===== src/rbm_defs.svh =====
// Offsets, field positions, reset values and timing of the register block map
`ifndef RBM_DEFS_SVH
`define RBM_DEFS_SVH

`define RBM_IDX_PULL        6'h0C
`define RBM_IDX_DRIVE       6'h0D
`define RBM_IDX_POSITION    6'h11

`define RBM_POS_FIELD_HI    7
`define RBM_POS_FIELD_LO    3
`define RBM_POS_STOP_BIT    0
`define RBM_PORT_MASK       8'hF3
`define RBM_POS_MASK        8'hF9

`define RBM_PULL_RESET      8'h10
`define RBM_DRIVE_RESET     8'h00
`define RBM_POS_RESET       8'h00

`define RBM_ANSWER_CYCLES   1

`endif


===== src/rbm_pkg.sv =====
// Types shared by the register block map design
package rbm_pkg;

    typedef enum logic [1:0] {
        RBM_BUS_IDLE = 2'b00,
        RBM_BUS_ACK  = 2'b01
    } rbm_bus_state_t;

endpackage : rbm_pkg


===== src/rbm_block_decode.sv =====
// Decodes a CPU address against the relocatable register block base
`timescale 1ns/1ps
module rbm_block_decode (
    // CPU address
    input  wire logic [15:0] cpu_addr,
    // Block position field
    input  wire logic [4:0]  pos_field,
    // Decode result
    output logic             hit,
    output logic [9:0]       index
);

    always_comb begin
        // Only the lower 1K of the 2K region holds registers
        hit   = (cpu_addr[15:11] == pos_field) && !cpu_addr[10];
        index = cpu_addr[9:0];
    end

endmodule : rbm_block_decode


===== src/rbm_top.sv =====
// Register block placement decoder and port pad control registers
//
// Notes on behaviour
// - Block may sit on any 2K boundary; five-bit field holds address bits 15..11.
// - Position field forms the upper five bits of the 16-bit block base.
// - Only the lower 1K of the selected 2K region selects the block.
// - After reset the block sits at its default base address.
// - Position register: field in bits 7..3, stop-in-wait in bit 0, bits 2..1 zero.
// - Software enables port pull-ups and selects reduced output drive.
// - Pull register: K7 J6 H5 E4 B1 A0; bits 3..2 read zero.
// - Drive register: K7 J6 H5 E4 B1 A0; bits 3..2 read zero.
// - Reset enables port E pull-up only; A, B, H, J, K disabled.
// - Reset clears every reduced-drive select: full drive.
// - Ports H and J: one enable each for a pull-up or pull-down load, reset off.
//
// Design decision made here: the Avalon-MM register port.
`timescale 1ns/1ps
`include "rbm_defs.svh"
module rbm_top (
    // Clock and reset
    input  wire logic        clk_sys,
    input  wire logic        rst_n,
    // Avalon-MM slave
    input  wire logic [7:0]  avs_address,
    input  wire logic        avs_read,
    input  wire logic        avs_write,
    input  wire logic [31:0] avs_writedata,
    input  wire logic [3:0]  avs_byteenable,
    output logic [31:0]      avs_readdata,
    output logic             avs_waitrequest,
    // CPU address decode
    input  wire logic [15:0] cpu_addr,
    output logic             cpu_block_sel,
    output logic [9:0]       cpu_block_index,
    output logic [15:0]      block_base,
    output logic             map_clock_stop_in_wait,
    // Pull controls
    output logic             porta_pull_enable,
    output logic             portb_pull_enable,
    output logic             porte_pull_enable,
    output logic             porth_load_enable,
    output logic             portj_load_enable,
    output logic             portk_pull_enable,
    // Drive controls
    output logic             porta_low_drive,
    output logic             portb_low_drive,
    output logic             porte_low_drive,
    output logic             porth_low_drive,
    output logic             portj_low_drive,
    output logic             portk_low_drive,
    // I2C-shared pins
    input  wire logic [1:0]  i2c_pin_is_output,
    output logic [1:0]       i2c_pull_active
);

    rbm_pkg::rbm_bus_state_t state_ff;
    logic [7:0]              pull_ff;
    logic [7:0]              drive_ff;
    logic [7:0]              pos_ff;
    logic [31:0]             rdata_ff;
    logic                    wait_ff;
    logic                    sel_ff;
    logic [9:0]              index_ff;
    logic [1:0]              i2c_pull_ff;
    logic                    dec_hit;
    logic [9:0]              dec_index;
    logic [5:0]              bus_idx;
    logic                    bus_req;
    logic                    wr_ack;

    assign bus_idx = avs_address[7:2];
    assign bus_req = avs_read || avs_write;
    assign wr_ack  = (state_ff == rbm_pkg::RBM_BUS_ACK) && avs_write && avs_byteenable[0];

    // Read view of a register index; reserved bits read zero, unmapped reads zero
    function automatic logic [7:0] reg_view(input logic [5:0] idx, input logic [7:0] pull,
                                            input logic [7:0] drv, input logic [7:0] pos);
        logic [7:0] val;
        val = 8'h00;
        unique case (idx)
            `RBM_IDX_PULL:     val = pull & `RBM_PORT_MASK;
            `RBM_IDX_DRIVE:    val = drv & `RBM_PORT_MASK;
            `RBM_IDX_POSITION: val = pos & `RBM_POS_MASK;
            default:           val = 8'h00;
        endcase
        return val;
    endfunction : reg_view

    // Bus handshake: one waiting cycle, then the answer
    always_ff @(posedge clk_sys or negedge rst_n) begin
        if (!rst_n) begin
            state_ff <= rbm_pkg::RBM_BUS_IDLE;
            wait_ff  <= 1'b1;
            rdata_ff <= 32'h0000_0000;
        end else begin
            unique case (state_ff)
                rbm_pkg::RBM_BUS_IDLE: begin
                    if (bus_req) begin
                        state_ff <= rbm_pkg::RBM_BUS_ACK;
                        wait_ff  <= 1'b0;
                        rdata_ff <= {24'h00_0000, reg_view(bus_idx, pull_ff, drive_ff, pos_ff)};
                    end
                end
                rbm_pkg::RBM_BUS_ACK: begin
                    state_ff <= rbm_pkg::RBM_BUS_IDLE;
                    wait_ff  <= 1'b1;
                end
            endcase
        end
    end

    // Pull-up control register
    always_ff @(posedge clk_sys or negedge rst_n) begin
        if (!rst_n) begin
            pull_ff <= `RBM_PULL_RESET;
        end else if (wr_ack && bus_idx == `RBM_IDX_PULL) begin
            pull_ff <= avs_writedata[7:0] & `RBM_PORT_MASK;
        end
    end

    // Reduced-drive register; light-load use is up to software
    always_ff @(posedge clk_sys or negedge rst_n) begin
        if (!rst_n) begin
            drive_ff <= `RBM_DRIVE_RESET;
        end else if (wr_ack && bus_idx == `RBM_IDX_DRIVE) begin
            drive_ff <= avs_writedata[7:0] & `RBM_PORT_MASK;
        end
    end

    // Block position register
    always_ff @(posedge clk_sys or negedge rst_n) begin
        if (!rst_n) begin
            pos_ff <= `RBM_POS_RESET;
        end else if (wr_ack && bus_idx == `RBM_IDX_POSITION) begin
            pos_ff <= avs_writedata[7:0] & `RBM_POS_MASK;
        end
    end

    rbm_block_decode u_decode (
        .cpu_addr  (cpu_addr),
        .pos_field (pos_ff[`RBM_POS_FIELD_HI:`RBM_POS_FIELD_LO]),
        .hit       (dec_hit),
        .index     (dec_index)
    );

    // Registered decode of the CPU address
    always_ff @(posedge clk_sys or negedge rst_n) begin
        if (!rst_n) begin
            sel_ff   <= 1'b0;
            index_ff <= 10'h000;
        end else begin
            sel_ff   <= dec_hit;
            index_ff <= dec_hit ? dec_index : 10'h000;
        end
    end

    // I2C-shared pins pull up whenever they are inputs
    always_ff @(posedge clk_sys or negedge rst_n) begin
        if (!rst_n) begin
            i2c_pull_ff <= 2'h3;
        end else begin
            i2c_pull_ff <= ~i2c_pin_is_output;
        end
    end

    assign avs_readdata           = rdata_ff;
    assign avs_waitrequest        = wait_ff;
    assign cpu_block_sel          = sel_ff;
    assign cpu_block_index        = index_ff;
    assign block_base             = {pos_ff[7:3], 11'h000};
    assign map_clock_stop_in_wait = pos_ff[`RBM_POS_STOP_BIT];
    assign porta_pull_enable      = pull_ff[0];
    assign portb_pull_enable      = pull_ff[1];
    assign porte_pull_enable      = pull_ff[4];
    assign porth_load_enable      = pull_ff[5];
    assign portj_load_enable      = pull_ff[6];
    assign portk_pull_enable      = pull_ff[7];
    assign porta_low_drive        = drive_ff[0];
    assign portb_low_drive        = drive_ff[1];
    assign porte_low_drive        = drive_ff[4];
    assign porth_low_drive        = drive_ff[5];
    assign portj_low_drive        = drive_ff[6];
    assign portk_low_drive        = drive_ff[7];
    assign i2c_pull_active        = i2c_pull_ff;
endmodule : rbm_top


===== config.mk =====
export PLATFORM = sky130hd
export DESIGN_NAME = rbm_top
export DESIGN_NICKNAME = d
export VERILOG_FILES = /design/src/rbm_pkg.sv /design/src/rbm_block_decode.sv /design/src/rbm_top.sv
export VERILOG_INCLUDE_DIRS = /design/src /design/src/src
export SDC_FILE = /design/constraint.sdc
export NUM_CORES = 1
export LEC_CHECK = 0
export BUFFER_PORTS_ARGS = -buffer_cell sky130_fd_sc_hd__buf_2
export CAP_MARGIN = 40
export CORE_UTILIZATION = 37
export CTS_CLUSTER_SIZE = 16
export DETAILED_ROUTE_END_ITERATION = 8
export PLACE_DENSITY = 0.84
export SLEW_MARGIN = 20
export SYNTH_ARGS = -nofsm -noshare
export SYNTH_HDL_FRONTEND = slang
export SYNTH_SLANG_ARGS = --single-unit

===== constraint.sdc =====
create_clock -name clk_sys -period 1.3 [get_ports clk_sys]
set_input_delay 0.26 -clock clk_sys [delete_from_list [all_inputs] [get_ports clk_sys]]
set_output_delay 0.26 -clock clk_sys [all_outputs]
set_load 0.03 [all_outputs]

# Word-level counts from Yosys, hierarchy flattened
# Cells that the tools add are included.
# word_totals
elab_cells	32
register_bits	42
# op_classes
reduce_logical	10
n_eq_ne	6
n_mux	6
bitwise_logic	1
# op_table
op	n
$pmux 8 s3	1
$eq 6x4->1 const B	2
$mux 10	1
$eq 6x5->1 const B	1
$logic_and 1x1->1	6
$eq 5x5->1	1
$pmux 2 s2	1
$eq 2x1->1 const B	1
$logic_not 2->1	1
$mux 2	1
$ne 2x2->1 const B	1
$not 2->2	1
$pmux 1 s2	1
$reduce_and 2->1	1
$logic_not 1->1	1
$logic_or 1x1->1	1
$mux 1	1

# Depth between registers and ports, before layout
# logic_depth
depth_word	4
depth_mapped	5
depth_no_buf	4

# Hierarchy
# From an unflattened synthesis, not the netlist that was laid out.
# hier_totals
hier_cells	172
area_unflattened_um2	2082.0
# modules_own_cells
module	seq_area_each_um2	instances	cells_per_inst	area_per_inst_um2
rbm_top	1006.0	1	155	1946.9
rbm_block_decode	0.0	1	17	135.1

# Least setup slack after synthesis
# OpenSTA, ideal clock, no wires.
# synth_timing
path_type	input-to-reg
startpoint	input port avs_address[3]
endpoint	register pull_ff[0]
setup_slack_ns	0.000
path_buffers	2
arrival_time_ns	1.174
stages	5
path_cell_list	and4bb_1 > buf_6 > nand4bb_2 > buf_6 > mux2_4
# synth_between
elab_chain_len	2
# synth_lines
item	line_no	source
start, declared	rbm_top.sv:24	input wire logic [7:0] avs_address,
$eq 6x4->1	-	
$logic_and 1x1->1 (no line)	-	
end signal, assigned	rbm_top.sv:115	pull_ff <= `RBM_PULL_RESET;
end signal, assigned	rbm_top.sv:117	pull_ff <= avs_writedata[7:0] & `RBM_PORT_MASK;
end, declared	rbm_top.sv:57	logic [7:0] pull_ff;
# No other way between the ends.
# A chain may end at the register's enable or synchronous reset.

# Final worst setup path
# layout_timing
startpoint	register state_ff[0]
endpoint	register pull_ff[7]
# layout_between
elab_chain_len	4
# layout_lines
item	line_no	source
start, declared	rbm_top.sv:56	rbm_pkg::rbm_bus_state_t state_ff;
start signal, assigned	rbm_top.sv:92	state_ff <= rbm_pkg::RBM_BUS_IDLE;
start signal, assigned	rbm_top.sv:99	state_ff <= rbm_pkg::RBM_BUS_ACK;
start signal, assigned	rbm_top.sv:105	state_ff <= rbm_pkg::RBM_BUS_IDLE;
$eq 2x1->1	rbm_top.sv:73	assign wr_ack = (state_ff == rbm_pkg::RBM_BUS_ACK) && avs_write && avs_byteenable[0];
$logic_and 1x1->1 (2 in series)	rbm_top.sv:73	
$logic_and 1x1->1 (no line)	-	
# No other way between the ends.

==> metrics.cfg <==
[worst_setup_path]
max_stage_delay_ns = 0.37
crit_type = register to register
r2r-end = pull_ff[7]$_DFFE_PN0P_
rr_worst_depth = 4
cp_num_buf_inv = 1
worst_ep_required_time_ns = 1.48
cpLargestDelayFamily = flip-flops
start_kind = register
critPathMaxFanout = 6
arrival_ns = 1.49
rr_startpoint = state_ff[0]$_DFFE_PN0P_
critPathSlowestCell = dfrtp_1
reg2reg_setup_slack_ns = -0.001
crit_path_end_kind = register
worstPathCellList = and3_4 > nand4bb_4 > buf_6 > mux2_4

[hold_path]
holdPathEnd = i2c_pull_active[1]$_DFF_PN1_
hp-start = i2c_pin_is_output[1]
min_path_cells = 2
hold_path.class = input pin to register

[floorplan]
start_util = 0.390
std_cell_rows = 26
die_y_um = 76.1
die_w_um = 76.1
pin_count = 141
core_area_um2 = 5200
die_area_um2 = 5790

[power_and_ir_drop]
leakagePower_nw = 1.47
power_density_nw_per_um2 = 1100
vdd_drop_max_v = 0.000383
p_total_mw = 2.81

[logic_synthesis]
syn_avg_cell_area_um2 = 11.7
synth_edf_count = 0
yosys.area.top_type = dfrtp_1
synth_area_um2 = 2030
synthArstFlopShare = 1.00
synth_warnings = 0
ys_seq_area_frac = 0.495
synthCells = 174
synth_common_cells = buf_4 (36), dfrtp_1 (36), mux2_2 (17)
synth_seq_cells = 40
synthDistinctLibCells = 30
yosys-top-cells-area = dfrtp_1 (44%), buf_4 (13%), mux2_2 (9.4%)
synth_top_area_frac = 0.444
synth_ff_type = dfrtp_1

[final_layout]
drive_gt1_frac = 0.498
fill_cells = 505
post-route-util = 0.489
fin_nets = 324
area_growth_pct = 25.4
num_antenna_cells = 0

[drt]
routed_wl_um = 4400
dr.pass1.iters = 4
wl_per_cell_um = 13.4
drc = 0
avgViaCountPerCell = 4.39
first_iter_violations = 54
vias = 1445
detail-route-antenna-nets = 0

[clocking]
clock_sinks = 40
cts_tree = built
clkTransAtPathRegs_ns = 0.08
cts_buffers = 5
h-tree-depth = 2
clock_latency_ns = 0.29
ctsRootBufferMaster = clkbuf_8
clock_path_buffers = 2
post_cts_buffers = 0

[global_routing]
grt_use_total = 0.159
grt_max_degree = 41
grt_overflow = 0
grt_pass1_vias = 1389
grt_antenna_before_repair = 0
grt_first_pass_wirelength_um = 7020

[placement]
gp_congestion = 0.752
io_buffer_count = 74
post-dp-hpwl_um = 3310

[timing]
fin_hold_ws_ns = 0.0749
setup_violations = 1
finalCritPeriodShare = 1.00
timing.final.ws_setup_ns = -0.00133
final_hold_viol_count = 0
final_max_slew_viol_count = 0
fin_tns_setup_ns = -0.00133
min_period_ns = 1.30
skew_ns = 0.00751
timing.fmax_ghz = 0.768
rsz0062_at_grt = yes

[outcome]
failed_checks = setup timing
run_status = complete, but fails checks

[run]
cap_violations = 0

-- cell usage in the layout, fill, tap and decap left out, types with 3 or more instances in the layout --
cell,n
xnor2_1,4
nor3_1,8
inv_1,12
conb_1,36
nand3b_1,4
clkbuf_8,6
mux2_4,7
dfrtp_1,34
nand3_1,6
mux2_2,16
dfstp_2,4
buf_4,7
a31oi_1,4
buf_2,72
buf_6,3
nor2_1,8
-- kinds of logic (layout without fill, tap and decap cells) --
family | Yosys count | count (layout) | synth area share
buffers and inverters | 56 | 106 | 0.185
other | 1 | 36 | 0.00185
AO/OA/AOI/OAI | 7 | 7 | 0.0222
AND/OR/NAND/NOR | 41 | 41 | 0.130
multiplexers | 24 | 24 | 0.144
flip-flops | 40 | 40 | 0.495
XOR/XNOR | 5 | 5 | 0.0216
-- sequential cells by signal, summed over array words and instances (netlist names) --
register / flops
cpu_block_index: 10
avs_readdata: 7
drive_ff: 6
pos_ff: 6
pull_ff: 6
i2c_pull_active: 2
avs_waitrequest: 1
cpu_block_sel: 1
state_ff: 1
-- stage by stage --
stage          std cells  setup WS (ns)  cell area (um^2)
2_1_floorplan        209       0.000460              2160
3_3_place_gp         320         -0.118              2380
3_5_place_dp         320         -0.161              2380
4_1_cts              329       -0.00101              2510
5_1_grt              329        -0.0467              2550
6_report             329       -0.00133              2550
-- report_power, final --
part / total [mW] / switching (mW) / internal [mW]
registers: 1.36 / 0.0422 / 1.31
logic: 0.610 / 0.423 / 0.187
clock network: 0.845 / 0.422 / 0.423
-- worst max path at each step --
stage	start	to	slack, ns	cells after the start
after floorplan	avs_address[3]	pull_ff[0]$_DFFE_PN0P_	0.0005	5
after global placement	avs_address[3]	pull_ff[7]$_DFFE_PN0P_	-0.12	5
after detailed placement	avs_address[3]	drive_ff[1]$_DFFE_PN0P_	-0.16	4
after CTS	state_ff[0]$_DFFE_PN0P_	pull_ff[7]$_DFFE_PN0P_	-0.001	4
after global routing	state_ff[0]$_DFFE_PN0P_	pull_ff[7]$_DFFE_PN0P_	-0.05	4
final	state_ff[0]$_DFFE_PN0P_	pull_ff[7]$_DFFE_PN0P_	-0.001	4
-- timing repair --
item | in CTS | in global routing
hold endpoints to repair | 36 | 0
pin swaps | 1 | 0
cloned | 0 | 0
hold buffers | 1 | 0
endpoints found under the setup margin | 19 | 22
gates resized for setup | 6 | 10
-- per-layer routing --
| metal | up-vias | routed length, um | track usage |
|---|---|---|---|
| met2 | 51 | 2330 | 0.276 |
| met4 | 0 | 132 | 0.0846 |
| met1 | 708 | 1730 | 0.178 |
| met3 | 11 | 212 | 0.0407 |
| li1 | 675 | - | - |
| met5 | - | 0 | 0 |
-- cell type report --
class                      count  area [um^2]  area share
clock buffer                   6         82.6      0.0324
clock inverter                 2         10.0     0.00393
inverter                      13         48.8      0.0192
multi-input combinational    113          826       0.324
sequential                    40         1010       0.396
tap                           70         87.6      0.0344
timing repair buffer          85          484       0.190
No activity file was read; power rests on OpenSTA's default activity.
